File: config.mk
export PLATFORM = sky130hd
export DESIGN_NAME = tsr_top
export DESIGN_NICKNAME = d
export VERILOG_FILES = /design/src/rtl/tsr_pkg.sv /design/src/rtl/tsr_sync.sv /design/src/rtl/tsr_fault.sv /design/src/rtl/tsr_top.sv
export SDC_FILE = /design/constraint.sdc
export NUM_CORES = 1
export LEC_CHECK = 0
export BUFFER_PORTS_ARGS = -buffer_cell sky130_fd_sc_hd__buf_2
export CAP_MARGIN = 25
export CORE_MARGIN = 10
export CORE_UTILIZATION = 35
export CTS_BUF_LIST = sky130_fd_sc_hd__clkbuf_8
export CTS_CLUSTER_DIAMETER = 200
export DETAILED_ROUTE_END_ITERATION = 16
export GPL_ROUTABILITY_DRIVEN = 1
export PLACE_DENSITY_LB_ADDON = 0.05
export SETUP_SLACK_MARGIN = 0.05
export SLEW_MARGIN = 20
export SYNTH_ARGS = -nofsm -noshare
export SYNTH_HDL_FRONTEND = slang
export SYNTH_SLANG_ARGS = --single-unit
File: constraint.sdc
create_clock -name clk -period 3.87 [get_ports clk]
set_input_delay 0.774 -clock clk [delete_from_list [all_inputs] [get_ports clk]]
set_output_delay 0.774 -clock clk [all_outputs]
set_load 0.02 [all_outputs]
File: src/rtl/tsr_pkg.sv
package tsr_pkg;

   // register select codes carried in the low pointer bits
   localparam logic [2:0]  SEL_TEMP  = 3'h0;
   localparam logic [2:0]  SEL_CFG   = 3'h1;
   localparam logic [2:0]  SEL_HYST  = 3'h2;
   localparam logic [2:0]  SEL_TOS   = 3'h3;
   localparam logic [2:0]  SEL_TRIG  = 3'h4;

   // power-up values
   localparam logic [7:0]  PTR_RST   = 8'h00;
   localparam logic [7:0]  CFG_RST   = 8'h00;
   localparam logic [15:0] TEMP_RST  = 16'h0000;
   localparam logic [15:0] HYST_RST  = 16'h4b00;
   localparam logic [15:0] TOS_RST   = 16'h5000;

   // reserved configuration bits read back as zero
   localparam logic [7:0]  CFG_WMASK = 8'h3f;
   // the four fraction-padding bits of a 16-bit word are always zero
   localparam logic [15:0] WORD_MASK = 16'hfff0;
   localparam logic [3:0]  PAD_ZERO  = 4'h0;
   localparam logic [7:0]  BYTE_ZERO = 8'h00;

   // configuration bit positions
   localparam int CFG_SHDN  = 0;
   localparam int CFG_INT   = 1;
   localparam int CFG_POL   = 2;
   localparam int CFG_FQ_LO = 3;
   localparam int CFG_OS    = 5;

   // fault queue depths
   localparam logic [2:0]  FQ_ONE    = 3'h1;
   localparam logic [2:0]  FQ_TWO    = 3'h2;
   localparam logic [2:0]  FQ_FOUR   = 3'h4;
   localparam logic [2:0]  FQ_SIX    = 3'h6;

   // fixed upper four bits of the seven-bit bus address
   localparam logic [3:0]  BUS_ADDR_HI = 4'h9;
   localparam logic [2:0]  BIT_LAST    = 3'h7;
   localparam logic [1:0]  IDX_PTR     = 2'h0;
   localparam logic [1:0]  IDX_FIRST   = 2'h1;
   localparam logic [1:0]  IDX_SECOND  = 2'h2;
   localparam logic [1:0]  IDX_LAST    = 2'h3;

   // conversion timing
   localparam int CODE_W         = 12;
   localparam int CONV_PERIOD_MS = 60;
   localparam int CLK_HZ         = 25_000_000;
   localparam int CYC_PER_MS     = CLK_HZ / 1000;

   typedef enum logic [2:0] {
      ST_IDLE      = 3'b000,
      ST_ADDR      = 3'b001,
      ST_ADDR_ACK  = 3'b010,
      ST_WRITE     = 3'b011,
      ST_WRITE_ACK = 3'b100,
      ST_READ      = 3'b101,
      ST_READ_ACK  = 3'b110
   } tsr_bus_st_t;

endpackage

File: src/rtl/tsr_sync.sv
`timescale 1ns/1ps
module tsr_sync #(
   parameter int W = 1
) (
   // clock and reset
   input  wire logic         clk,
   input  wire logic         rst_b,
   // asynchronous levels in, synchronised levels out
   input  wire logic [W-1:0] d,
   output logic      [W-1:0] q
);

   logic [W-1:0] meta_q;

   if (W < 1) begin : g_chk
      $error("tsr_sync width must be at least one");
   end

   // two stages; the first is read only by the second
   always_ff @(posedge clk or negedge rst_b) begin
      if (!rst_b) begin
         meta_q <= '0;
         q      <= '0;
      end else begin
         meta_q <= d;
         q      <= meta_q;
      end
   end

endmodule // tsr_sync

File: src/rtl/tsr_fault.sv
`timescale 1ns/1ps
module tsr_fault
   import tsr_pkg::*;
#(
   parameter int CW = CODE_W
) (
   // clock and reset
   input  wire logic          clk,
   input  wire logic          rst_b,
   // new conversion result
   input  wire logic          res_valid,
   input  wire logic [CW-1:0] result,
   // limits and settings
   input  wire logic [CW-1:0] tos_lim,
   input  wire logic [CW-1:0] hyst_lim,
   input  wire logic [1:0]    fq_sel,
   input  wire logic          int_mode,
   input  wire logic          act_high,
   input  wire logic          host_read,
   // open-drain pin drive
   output logic               overtemp_oe
);

   logic [2:0] cnt_q;
   logic [2:0] cnt_d;
   logic       active_q;
   logic       below_q;
   logic       rd_seen_q;
   logic       fault_c;
   logic       below_c;
   logic       set_c;
   logic       clr_c;

   if (CW < 2) begin : g_chk
      $error("tsr_fault code width too small");
   end

   function automatic logic [2:0] fq_depth(input logic [1:0] sel);
      case (sel)
         2'b00:   fq_depth = FQ_ONE;
         2'b01:   fq_depth = FQ_TWO;
         2'b10:   fq_depth = FQ_FOUR;
         default: fq_depth = FQ_SIX;
      endcase
   endfunction

   // limits compared as signed codes
   assign fault_c = res_valid && ($signed(result) >= $signed(tos_lim));
   assign below_c = res_valid && ($signed(result) < $signed(hyst_lim));
   // saturate so a long run of faults cannot wrap the count
   assign cnt_d   = !fault_c ? 3'h0 :
                    (cnt_q == FQ_SIX) ? cnt_q : cnt_q + 3'h1;
   assign set_c   = fault_c && (cnt_d >= fq_depth(fq_sel));
   // interrupt mode also waits for a host read
   assign clr_c   = int_mode ?
                    ((rd_seen_q || host_read) && (below_c || below_q)) :
                    below_c;

   // consecutive fault count, updated per result
   always_ff @(posedge clk or negedge rst_b) begin
      if (!rst_b) begin
         cnt_q <= 3'h0;
      end else if (res_valid) begin
         cnt_q <= cnt_d;
      end
   end

   // last result below hysteresis, held between results
   always_ff @(posedge clk or negedge rst_b) begin
      if (!rst_b) begin
         below_q <= 1'b0;
      end else if (res_valid) begin
         below_q <= below_c;
      end
   end

   // alert state; a new fault wins over a release
   always_ff @(posedge clk or negedge rst_b) begin
      if (!rst_b) begin
         active_q <= 1'b0;
      end else if (set_c) begin
         active_q <= 1'b1;
      end else if (clr_c) begin
         active_q <= 1'b0;
      end
   end

   // a read counts only once the alert stands; the read wins
   always_ff @(posedge clk or negedge rst_b) begin
      if (!rst_b) begin
         rd_seen_q <= 1'b0;
      end else if (host_read && active_q) begin
         rd_seen_q <= 1'b1;
      end else if (set_c && !active_q || clr_c) begin
         rd_seen_q <= 1'b0;
      end
   end

   // active low pulls the pin when active, active high releases it
   always_ff @(posedge clk or negedge rst_b) begin
      if (!rst_b) begin
         overtemp_oe <= 1'b0;
      end else begin
         overtemp_oe <= active_q ^ act_high;
      end
   end

endmodule // tsr_fault

File: src/rtl/tsr_top.sv
`timescale 1ns/1ps
// Functional notes
// - non-negative temperature code is degrees Celsius times sixteen.
// - negative code is twelve-bit two's complement, value minus 4096 over 16.
// - setting one-shot bit 5 powers down at once, stops periodic conversion.
// - in one-shot mode a data write to select 4 runs one conversion.
// - a result passing the over-temperature limit counts as a fault.
// - alert asserts only after the configured consecutive faults, bits 3-4.
// - fault field 00/01/10/11 gives one, two, four, six faults.
// - configuration, pointer, trigger are 8-bit; result and limits 16-bit.
// - result register is read-only; configuration and limits read/write.
// - low three pointer bits select the target register.
// - pointer resets to zero, selecting the result register.
// - result, configuration, hysteresis, over-limit take fixed reset values.
// - sixteen-bit words are returned high byte first, then low byte.
// - with one-shot bit clear, convert every 60 ms.
// - bit 2 clear gives active-low alert, set gives active-high.
// - bit 1 clear gives comparator mode, set gives interrupt mode.
// - shutdown bit 0 stops everything but the serial interface; here a trigger write still runs one conversion.
// - comparator mode releases alert once below hysteresis.
// - interrupt mode releases only after a host read and below hysteresis.
// - over-temperature begins when the result reaches the over-limit.
// - result stored left-justified, four low bits always zero.
module tsr_top
   import tsr_pkg::*;
#(
   parameter int unsigned CONV_CYC = CONV_PERIOD_MS * CYC_PER_MS
) (
   // clock and reset
   input  wire logic              clk,
   input  wire logic              rst_b,
   // two-wire serial bus, open drain
   input  wire logic              scl,
   input  wire logic              sda_in,
   output logic                   sda_out,
   output logic                   sda_oe,
   input  wire logic [2:0]        addr_sel,
   // converter back end
   output logic                   adc_pwr,
   output logic                   conv_start,
   input  wire logic              conv_done,
   input  wire logic [CODE_W-1:0] conv_code,
   // over-temperature pin, open drain
   output logic                   overtemp_output,
   output logic                   overtemp_oe
);

   localparam int TMR_W = (CONV_CYC > 1) ? $clog2(CONV_CYC) : 1;
   localparam logic [TMR_W-1:0] TMR_LAST = TMR_W'(CONV_CYC - 1);

   if (CONV_CYC < 2) begin : g_chk
      $error("tsr_top conversion period must be at least two cycles");
   end

   // synchronised pins
   logic [4:0]        pins_s;
   logic              scl_s;
   logic              sda_s;
   logic [2:0]        addr_s;
   logic              scl_prev_q;
   logic              sda_prev_q;
   logic              scl_rise;
   logic              scl_fall;
   logic              start_c;
   logic              stop_c;
   // bus engine
   tsr_bus_st_t       st_q;
   logic [7:0]        shift_q;
   logic [2:0]        bit_cnt_q;
   logic              full_q;
   logic              rw_q;
   logic              nack_q;
   logic              rd_lo_q;
   logic [1:0]        idx_q;
   logic [15:0]       rd_word_q;
   logic [7:0]        rd_next;
   logic              addr_hit;
   logic              addr_done;
   logic              wr_byte;
   logic              host_read;
   // registers
   logic [7:0]        ptr_q;
   logic [2:0]        sel;
   logic [7:0]        cfg_q;
   logic [7:0]        hold_q;
   logic [15:0]       temp_q;
   logic [15:0]       hyst_q;
   logic [15:0]       tos_q;
   logic              trig_c;
   // conversion control
   logic [TMR_W-1:0]  tmr_q;
   logic              normal_c;
   logic              tick_c;
   logic              os_req_c;
   logic              go_c;
   logic              busy_q;
   logic              os_run_q;
   logic              res_valid;

   // word seen by the host for a given select
   function automatic logic [15:0] reg_word(input logic [2:0]  s,
                                            input logic [15:0] t,
                                            input logic [7:0]  c,
                                            input logic [15:0] h,
                                            input logic [15:0] o);
      case (s)
         SEL_TEMP: reg_word = t;
         SEL_CFG:  reg_word = {BYTE_ZERO, c};
         SEL_HYST: reg_word = h;
         SEL_TOS:  reg_word = o;
         default:  reg_word = {BYTE_ZERO, BYTE_ZERO};
      endcase
   endfunction

   function automatic logic is_wide(input logic [2:0] s);
      is_wide = (s == SEL_TEMP) || (s == SEL_HYST) || (s == SEL_TOS);
   endfunction

   tsr_sync #(
      .W (5)
   ) u_sync (
      .clk   (clk),
      .rst_b (rst_b),
      .d     ({addr_sel, sda_in, scl}),
      .q     (pins_s)
   );

   assign scl_s  = pins_s[0];
   assign sda_s  = pins_s[1];
   assign addr_s = pins_s[4:2];

   // previous samples for edge and condition detection
   always_ff @(posedge clk or negedge rst_b) begin
      if (!rst_b) begin
         scl_prev_q <= 1'b1;
         sda_prev_q <= 1'b1;
      end else begin
         scl_prev_q <= scl_s;
         sda_prev_q <= sda_s;
      end
   end

   assign scl_rise = scl_s && !scl_prev_q;
   assign scl_fall = !scl_s && scl_prev_q;
   assign start_c  = scl_s && scl_prev_q && sda_prev_q && !sda_s;
   assign stop_c   = scl_s && scl_prev_q && !sda_prev_q && sda_s;

   // byte events of the bus engine
   assign addr_hit  = (shift_q[7:1] == {BUS_ADDR_HI, addr_s});
   assign addr_done = (st_q == ST_ADDR) && scl_fall && full_q;
   assign wr_byte   = (st_q == ST_WRITE) && scl_fall && full_q;
   assign host_read = addr_done && addr_hit && shift_q[0];
   // 8-bit registers repeat their byte; wide ones alternate
   assign rd_next   = (is_wide(sel) && rd_lo_q) ? rd_word_q[7:0] :
                      is_wide(sel) ? rd_word_q[15:8] : rd_word_q[7:0];

   // serial bus engine; data moves on the falling clock edge
   always_ff @(posedge clk or negedge rst_b) begin
      if (!rst_b) begin
         st_q      <= ST_IDLE;
         shift_q   <= BYTE_ZERO;
         bit_cnt_q <= 3'h0;
         full_q    <= 1'b0;
         rw_q      <= 1'b0;
         nack_q    <= 1'b0;
         rd_lo_q   <= 1'b0;
         sda_oe    <= 1'b0;
      end else if (start_c) begin
         st_q      <= ST_ADDR;
         bit_cnt_q <= 3'h0;
         full_q    <= 1'b0;
         sda_oe    <= 1'b0;
      end else if (stop_c) begin
         st_q      <= ST_IDLE;
         sda_oe    <= 1'b0;
      end else begin
         case (st_q)
            ST_IDLE: begin
               sda_oe <= 1'b0;
            end
            ST_ADDR, ST_WRITE: begin
               if (scl_rise) begin
                  shift_q   <= {shift_q[6:0], sda_s};
                  bit_cnt_q <= bit_cnt_q + 3'h1;
                  full_q    <= (bit_cnt_q == BIT_LAST);
               end else if (scl_fall && full_q) begin
                  full_q <= 1'b0;
                  if (st_q == ST_WRITE) begin
                     sda_oe <= 1'b1;
                     st_q   <= ST_WRITE_ACK;
                  end else if (addr_hit) begin
                     sda_oe  <= 1'b1;
                     rw_q    <= shift_q[0];
                     rd_lo_q <= 1'b0;
                     st_q    <= ST_ADDR_ACK;
                  end else begin
                     st_q <= ST_IDLE;
                  end
               end
            end
            ST_ADDR_ACK, ST_WRITE_ACK: begin
               if (scl_fall) begin
                  bit_cnt_q <= 3'h0;
                  if (rw_q) begin
                     shift_q <= rd_next;
                     sda_oe  <= !rd_next[7];
                     rd_lo_q <= !rd_lo_q;
                     st_q    <= ST_READ;
                  end else begin
                     sda_oe <= 1'b0;
                     st_q   <= ST_WRITE;
                  end
               end
            end
            ST_READ: begin
               if (scl_rise) begin
                  bit_cnt_q <= bit_cnt_q + 3'h1;
                  full_q    <= (bit_cnt_q == BIT_LAST);
               end else if (scl_fall) begin
                  if (full_q) begin
                     full_q <= 1'b0;
                     sda_oe <= 1'b0;
                     st_q   <= ST_READ_ACK;
                  end else begin
                     shift_q <= {shift_q[6:0], 1'b0};
                     sda_oe  <= !shift_q[6];
                  end
               end
            end
            ST_READ_ACK: begin
               if (scl_rise) begin
                  nack_q <= sda_s;
               end else if (scl_fall) begin
                  // a not-acknowledge ends our part; wait for stop
                  if (nack_q) begin
                     st_q <= ST_IDLE;
                  end else begin
                     shift_q   <= rd_next;
                     sda_oe    <= !rd_next[7];
                     rd_lo_q   <= !rd_lo_q;
                     bit_cnt_q <= 3'h0;
                     st_q      <= ST_READ;
                  end
               end
            end
            default: begin
               st_q   <= ST_IDLE;
               sda_oe <= 1'b0;
            end
         endcase
      end
   end

   assign sda_out         = 1'b0;
   assign overtemp_output = 1'b0;

   // snapshot at address time so a conversion cannot tear a read
   always_ff @(posedge clk or negedge rst_b) begin
      if (!rst_b) begin
         rd_word_q <= TEMP_RST;
      end else if (host_read) begin
         rd_word_q <= reg_word(sel, temp_q, cfg_q, hyst_q, tos_q);
      end
   end

   // byte position within a write transfer, saturating
   always_ff @(posedge clk or negedge rst_b) begin
      if (!rst_b) begin
         idx_q <= IDX_PTR;
      end else if (addr_done) begin
         idx_q <= IDX_PTR;
      end else if (wr_byte && idx_q != IDX_LAST) begin
         idx_q <= idx_q + 2'h1;
      end
   end

   // pointer: first byte of every write
   always_ff @(posedge clk or negedge rst_b) begin
      if (!rst_b) begin
         ptr_q <= PTR_RST;
      end else if (wr_byte && idx_q == IDX_PTR) begin
         ptr_q <= shift_q;
      end
   end

   assign sel = ptr_q[2:0];

   // configuration; reserved bits kept at zero
   always_ff @(posedge clk or negedge rst_b) begin
      if (!rst_b) begin
         cfg_q <= CFG_RST;
      end else if (wr_byte && idx_q == IDX_FIRST && sel == SEL_CFG) begin
         cfg_q <= shift_q & CFG_WMASK;
      end
   end

   // limits: high byte held, word committed on the low byte
   always_ff @(posedge clk or negedge rst_b) begin
      if (!rst_b) begin
         hold_q <= BYTE_ZERO;
         hyst_q <= HYST_RST;
         tos_q  <= TOS_RST;
      end else if (wr_byte) begin
         if (idx_q == IDX_FIRST && is_wide(sel)) begin
            hold_q <= shift_q;
         end
         if (idx_q == IDX_SECOND && sel == SEL_HYST) begin
            hyst_q <= {hold_q, shift_q} & WORD_MASK;
         end
         if (idx_q == IDX_SECOND && sel == SEL_TOS) begin
            tos_q <= {hold_q, shift_q} & WORD_MASK;
         end
      end
   end

   // any data byte to the trigger select; the data is dropped
   assign trig_c   = wr_byte && idx_q != IDX_PTR && sel == SEL_TRIG;

   assign normal_c = !cfg_q[CFG_SHDN] && !cfg_q[CFG_OS];
   assign tick_c   = normal_c && (tmr_q == TMR_LAST);
   assign os_req_c = trig_c && (cfg_q[CFG_OS] || cfg_q[CFG_SHDN]);
   assign go_c     = !busy_q && (tick_c || os_req_c);
   assign res_valid = busy_q && conv_done && (normal_c || os_run_q);

   // period timer, held at zero outside normal mode
   always_ff @(posedge clk or negedge rst_b) begin
      if (!rst_b) begin
         tmr_q <= '0;
      end else if (!normal_c || tmr_q == TMR_LAST) begin
         tmr_q <= '0;
      end else begin
         tmr_q <= tmr_q + 1'b1;
      end
   end

   // conversion in flight; a periodic one is dropped on power-down
   always_ff @(posedge clk or negedge rst_b) begin
      if (!rst_b) begin
         busy_q   <= 1'b0;
         os_run_q <= 1'b0;
      end else if (busy_q && conv_done) begin
         busy_q   <= 1'b0;
         os_run_q <= 1'b0;
      end else if (busy_q && !normal_c && !os_run_q) begin
         busy_q <= 1'b0;
      end else if (go_c) begin
         busy_q   <= 1'b1;
         os_run_q <= os_req_c;
      end
   end

   // converter strobe and power request
   always_ff @(posedge clk or negedge rst_b) begin
      if (!rst_b) begin
         conv_start <= 1'b0;
         adc_pwr    <= 1'b0;
      end else begin
         conv_start <= go_c;
         adc_pwr    <= normal_c || os_run_q || os_req_c;
      end
   end

   // result register; codes arrive as two's complement sixteenths
   always_ff @(posedge clk or negedge rst_b) begin
      if (!rst_b) begin
         temp_q <= TEMP_RST;
      end else if (res_valid) begin
         temp_q <= {conv_code, PAD_ZERO};
      end
   end

   tsr_fault #(
      .CW (CODE_W)
   ) u_fault (
      .clk         (clk),
      .rst_b       (rst_b),
      .res_valid   (res_valid),
      .result      (conv_code),
      .tos_lim     (tos_q[15:4]),
      .hyst_lim    (hyst_q[15:4]),
      .fq_sel      (cfg_q[CFG_FQ_LO +: 2]),
      .int_mode    (cfg_q[CFG_INT]),
      .act_high    (cfg_q[CFG_POL]),
      .host_read   (host_read),
      .overtemp_oe (overtemp_oe)
   );

endmodule // tsr_top

# Word level (Yosys, flattened, before mapping)
# Cells that the tools add are included.
dict set report word_totals {
  register_bits 134
  inputBits 20
  output_inout_bits 6
  elab_cells 269
}
dict set report classes {
  add_sub_neg 4
  n_lt_le_gt_ge 3
  eq_ne 52
  mux 85
  bitwise_logic 5
  reduce_logical 90
}
# cell n
set op_table {}
lappend op_table {{8-bit 2-to-1 mux} 11}
lappend op_table {{3-bit 2-to-1 mux} 22}
lappend op_table {{16-bit case mux with 4 select lines} 1}
lappend op_table {{4-bit != test (second input constant)} 11}
lappend op_table {{1-bit 2-to-1 mux} 40}
lappend op_table {{1-bit logical AND} 38}
lappend op_table {{2-bit != test (second input constant)} 16}
lappend op_table {{8-bit case mux with 4 select lines} 1}
lappend op_table {{12-bit AND reduction} 2}
lappend op_table {{21-bit by 1-bit adder with 21-bit output (second input constant)} 1}
lappend op_table {{21-bit == test (second input constant)} 1}
lappend op_table {{21-bit 2-to-1 mux} 1}
lappend op_table {{3-bit == test (second input constant)} 6}
lappend op_table {{3-bit case mux with 3 select lines} 2}
lappend op_table {{9-bit AND reduction} 2}
lappend op_table {{3-bit != test (second input constant)} 5}
lappend op_table {{3-bit case mux with 5 select lines} 1}
lappend op_table {{7-bit AND reduction} 2}
lappend op_table {{1-bit logical NOT} 13}
lappend op_table {{3-bit by 2-bit == test with 1-bit output (second input constant)} 4}
lappend op_table {{12-bit >= comparator} 1}
lappend op_table {{12-bit less-than comparator} 1}
lappend op_table {{1-bit logical OR} 10}
lappend op_table {{2-bit nonzero test} 5}
lappend op_table {{23 further kinds} 42}

# Depth between registers and ports, before layout
dict set report logic_depth {
  word_depth 12
  mapped_depth 14
  mapped_depth_nobuf 14
}

# Hierarchy
# From an unflattened synthesis, not the netlist that was laid out.
dict set report unflattened {
  cells_unflattened 698
  hier_area_um2 7314.5
}
# mod n_inst cells_each area_per_inst_um2 seq_area_each_um2
set by_module_without_submodules {}
lappend by_module_without_submodules {tsr_top 1 554 5987.0 2937.8}
lappend by_module_without_submodules {tsr_fault 1 134 1077.3 175.2}
lappend by_module_without_submodules {tsr_sync 1 10 250.2 250.2}

# Worst setup path after synthesis
# Ideal clock, no wire load.
dict set report synth_timing {
  kind {input to register}
  start {in conv_code[9]}
  end {reg u_fault.rd_seen_q}
  setup_ns 0.064
  arrival_ns 3.025
  t_required_ns 3.806
  path_slack_ns 0.781
  path_stages 12
  path_buffers 0
  path_cell_list {ha_1 > a21o_1 > a2111oi_0 > o221ai_1 > o211ai_1 > ha_1 > nand2b_1 > a21o_1 > a21oi_1 > nor2_1 > a211oi_1 > or3_1}
}
dict set report synth_between {
  elab_chain_cells 8
  elab_cells_between_ends 13
  cone_classes {order compare (3); mux (2); reduce/logical (8)}
}
# element line
set synth_rtl {}
lappend synth_rtl {{start, declared} tsr_top.sv:42} ;# input wire logic [CODE_W-1:0] conv_code,
lappend synth_rtl {{12-bit >= comparator} tsr_fault.sv:48} ;# assign fault_c = res_valid && ($signed(result) >= $signed(tos_lim));
lappend synth_rtl {{1-bit logical AND} tsr_fault.sv:48}
lappend synth_rtl {{3-bit 2-to-1 mux} tsr_fault.sv:51} ;# assign cnt_d = !fault_c ? 3'h0 :
lappend synth_rtl {{3-bit >= comparator} tsr_fault.sv:53} ;# assign set_c = fault_c && (cnt_d >= fq_depth(fq_sel));
lappend synth_rtl {{1-bit logical AND} tsr_fault.sv:53}
lappend synth_rtl {{1-bit logical AND} tsr_fault.sv:94} ;# end else if (set_c && !active_q || clr_c) begin
lappend synth_rtl {{1-bit logical OR (*)} tsr_fault.sv:94}
lappend synth_rtl {{2-bit nonzero test (no line) (*)} -}
lappend synth_rtl {{end signal, assigned} tsr_fault.sv:91} ;# rd_seen_q <= 1'b0;
lappend synth_rtl {{end signal, assigned} tsr_fault.sv:93} ;# rd_seen_q <= 1'b1;
lappend synth_rtl {{end signal, assigned} tsr_fault.sv:95} ;# rd_seen_q <= 1'b0;
lappend synth_rtl {{end, declared} tsr_fault.sv:28} ;# logic rd_seen_q;
# Every way passes the cells marked *; elsewhere a longest branch is shown, timed or not.
# A chain may end at the register's enable or synchronous reset.

# Worst setup path in the final report
dict set report layout_timing {
  start {in conv_code[9]}
  end {reg u_fault.rd_seen_q}
}
dict set report layout_between {
  elab_chain_cells 8
  elab_cells_between_ends 13
  cone_classes {order compare (3); mux (2); reduce/logical (8)}
}
# element line
set layout_rtl {}
lappend layout_rtl {{12-bit >= comparator} tsr_fault.sv:48}
lappend layout_rtl {{1-bit logical AND} tsr_fault.sv:48}
lappend layout_rtl {{3-bit 2-to-1 mux} tsr_fault.sv:51}
lappend layout_rtl {{named net u_fault.cnt_d[1]} tsr_fault.sv:25} ;# logic [2:0] cnt_d;
lappend layout_rtl {{3-bit >= comparator} tsr_fault.sv:53}
lappend layout_rtl {{1-bit logical AND} tsr_fault.sv:53}
lappend layout_rtl {{1-bit logical AND} tsr_fault.sv:94}
lappend layout_rtl {{1-bit logical OR} tsr_fault.sv:94}
lappend layout_rtl {{2-bit nonzero test (no line)} -}
# The timed path passes the listed nets, and every way through them passes these cells.

==> run metrics <==
share of post-route cells with drive strength above 1 16.20%; GRT Util Overall 13.86%; maximum VDD drop 196.0 uV; sequential-to-total area share from yosys stat 48.02%; RePlAce Congestion 0.8113; Root Driver clkbuf_8; vias per std cell 5.047; Leak 3.452 nW; Post-synth EDFFs 0; hold_buf cts 0; number of buffers created by CTS 17; Worst Hold Class in2async; switching share of power 25.53%; Synth Flop Type dfrtp_1; post-synth cell types 67; GRT overflow 0; most frequent cells in the layout nand2_1 (126), dfrtp_1 (126), o21ai_0 (60), nor2_1 (51), mux2_2 (42); Top Usage Layer GRT met2; asr flop ratio synth 100.0%; post-route ant nets 0; Layout fillers 1984; final cycle utilization of the critical path 80.13%; die height 161.5 um; Skew-Pair Late Insertion Delay 450 ps; Fmax 0.3225 GHz; max-cap viol count 0; Vias 5108; CP startpoint conv_code[9]; Tmin final 3101 ps; Fin Setup TNS 0 ps; synthesized area 0.007004 sq mm; DP HPWL 12440 um; P_int 2.099 mW; clock slew at reported path FFs 80 ps; pwr/cell area 362.9 mW/mm^2; clock buffer depth 2; Synth area leaders dfrtp_1 (45%), ha_1 (6.8%), mux2_2 (6.8%); area delta synth->final 10.91%; CP cell instances buf_2, ha_1, a21o_1, a2111oi_0, o221ai_1, nand2_1, nor2_1, ha_1, a21o_1, a21oi_1, nor2_1, a211oi_1, or3_1; clock share of power 42.1%; combinational power share 5.9%; WP data arrival 3480 ps; RR Startpoint tos_q[12]$_DFFE_PN1P_; # resized after CTS 0; critical path's largest stage delay 390 ps; area of the core 0.01959 sq mm; YS warnings 0; average cell area after synthesis 9.769 sq um; met3 GRT Util 3.635%; share of the synthesized area in the top cell type 45.02%; Initial Utilization 35.75%; Critical R2R Capture u_fault.rd_seen_q$_DFFE_PN0P_; TritonCTS clock tree done; Port Buffers 23; first-pass GRT wire length 28700 um; Final Hold Fails 0; status completed; postcts setup bufs 0; critical path endpoint category flip-flop; post-synthesis cell count 717; GR Util met1 18.46%; # nets final 792; number of H-tree levels 4; WS Path Type in2reg; dominant cell type by area after synthesis dfrtp_1; R2R depth 13; CP Capture Point u_fault.rd_seen_q$_DFFE_PN0P_; 1st-iter DRT viols 378; met2 usage 21.97%; CTS Sinks 134; drt pass-1 iters 4; largest net degree at the start of global routing 78; Die ar. 0.02607 sq mm; net switching power 0.7197 mW; reg-to-reg setup timing slack 800 ps; Fin Clk Skew 12.39 ps; Setup crit start kind input pin; final wirelength 17360 um; drt drc 0; worst-margin pin slew 984.1 ps; total chip power 2.819 mW; Ports 26; antenna cells 0; Wirelength per Cell 17.15 um; post-route core utilization 39.66%; RSZ-0062 raised after global routing false; Max Slew Vio Count 0; cell row count 51; final setup fails 0; die width 161.5 um; worst-path fanout max 5; critical path required time 4250 ps; Yosys reg bits 134; initial antenna violation count 0; vias in the first global route 5253; Flop pwr share 52.0%; slowest CP cell a2111oi_0; slew margin rel. 34.15%
==> final cells by class <==
cell class	count	area (sq um)	share of cell area, %
tap	265	331.6	4.268
clock buffer	19	261.5	3.366
timing repair buffer	31	193.9	2.496
inverter	39	146.4	1.884
multi-input combinational	511	3339	42.99
sequential	134	3363	43.29
clock inverter	13	132.6	1.707
==> sequential cells by signal (all words and copies together) (netlist names), 2 cells and up <==
name	count
bit_cnt_q	3
u_fault.cnt_q	3
tmr_q	21
idx_q	2
ptr_q	3
tos_q	12
st_q	3
hyst_q	12
cfg_q	6
hold_q	8
temp_q	12
u_sync.meta_q	5
u_sync.q	5
shift_q	8
rd_word_q	16
==> layer usage <==
metal / wire length [um] / vias to the layer above
li1: - / 2518
met4: 109 / 0
met3: 693 / 8
met1: 8343 / 2516
met5: 0 / -
met2: 8212 / 66
==> power groups by stage <==
| stage | Clock (mW) | Combinational [mW] | Sequential, mW |
|---|---|---|---|
| finish | 1.19 | 0.166 | 1.47 |
| detailed placement | 0 | 0.169 | 1.49 |
| global route | 1.29 | 0.195 | 1.47 |
| floorplan | 0 | 0.0930 | 1.48 |
| CTS | 1.21 | 0.170 | 1.47 |
| global placement | 0 | 0.166 | 1.49 |
==> cells by family after synthesis <==
group	after synthesis	synth area share [%]
compound gates	139	12.20
xor+xnor	22	2.751
fa+ha+maj	38	6.788
buf+inv	73	4.359
flops	134	48.02
mux	53	8.878
other cells	1	0.05354
simple gates	257	16.95
==> synthesized netlist by cell type (all sizes together), types with 2 or more instances <==
| library cell | number |
|---|---|
| a211o | 2 |
| a211oi | 2 |
| a21o | 5 |
| a21oi | 23 |
| a221oi | 2 |
| a22o | 2 |
| a22oi | 11 |
| and2 | 3 |
| and3 | 4 |
| and4 | 3 |
| buf | 10 |
| clkbuf | 24 |
| dfrtp | 126 |
| dfstp | 8 |
| ha | 38 |
| inv | 39 |
| mux2 | 44 |
| mux2i | 7 |
| mux4 | 2 |
| nand2 | 126 |
| nand2b | 7 |
| nand3 | 16 |
| nand3b | 4 |
| nand4 | 6 |
| nor2 | 52 |
| nor2b | 6 |
| nor3 | 12 |
| nor3b | 2 |
| nor4 | 2 |
| nor4b | 2 |
| o211ai | 2 |
| o21ai | 61 |
| o221ai | 2 |
| o22ai | 2 |
| o311ai | 2 |
| o31ai | 11 |
| o32ai | 2 |
| or3 | 5 |
| or4 | 3 |
| xnor2 | 9 |
| xor2 | 13 |
==> metrics by stage <==
step	hold WS [ps]	instances	instance area, sq um	setup slack (ps)
finish	351.0	1012	7769	769.0
global route	371.8	1012	7769	461.3
CTS	360.5	1012	7769	790.4
detailed placement	342.7	980	7375	329.5
global placement	339.5	980	7375	359.2
floorplan	331.2	718	7008	781.1
==> how the worst min path moves through the flow <==
| stage | depth (start not counted) | endpoint | slack (ps) | from |
|---|---|---|---|---|
| floorplan | 0 | u_sync.q[0]$_DFF_PN0_ | 330 | u_sync.meta_q[0]$_DFF_PN0_ |
| global placement | 0 | u_sync.q[0]$_DFF_PN0_ | 340 | u_sync.meta_q[0]$_DFF_PN0_ |
| detailed placement | 0 | u_sync.q[0]$_DFF_PN0_ | 340 | u_sync.meta_q[0]$_DFF_PN0_ |
| CTS | 0 | u_sync.q[0]$_DFF_PN0_ | 360 | u_sync.meta_q[0]$_DFF_PN0_ |
| global route | 0 | u_sync.q[0]$_DFF_PN0_ | 370 | u_sync.meta_q[0]$_DFF_PN0_ |
| finish | 1 | u_fault.cnt_q[0]$_DFFE_PN0P_ | 350 | rst_b |
==> critical path: cells and delay by family <==
family                     cells  cell delay [ps]
AOI/OAI and AO/OA              6             1500
adders and majority gates      2              590
and+or+nand+nor                4              510
buffers and inverters          1              120
Power figures use the tool's default switching activity.
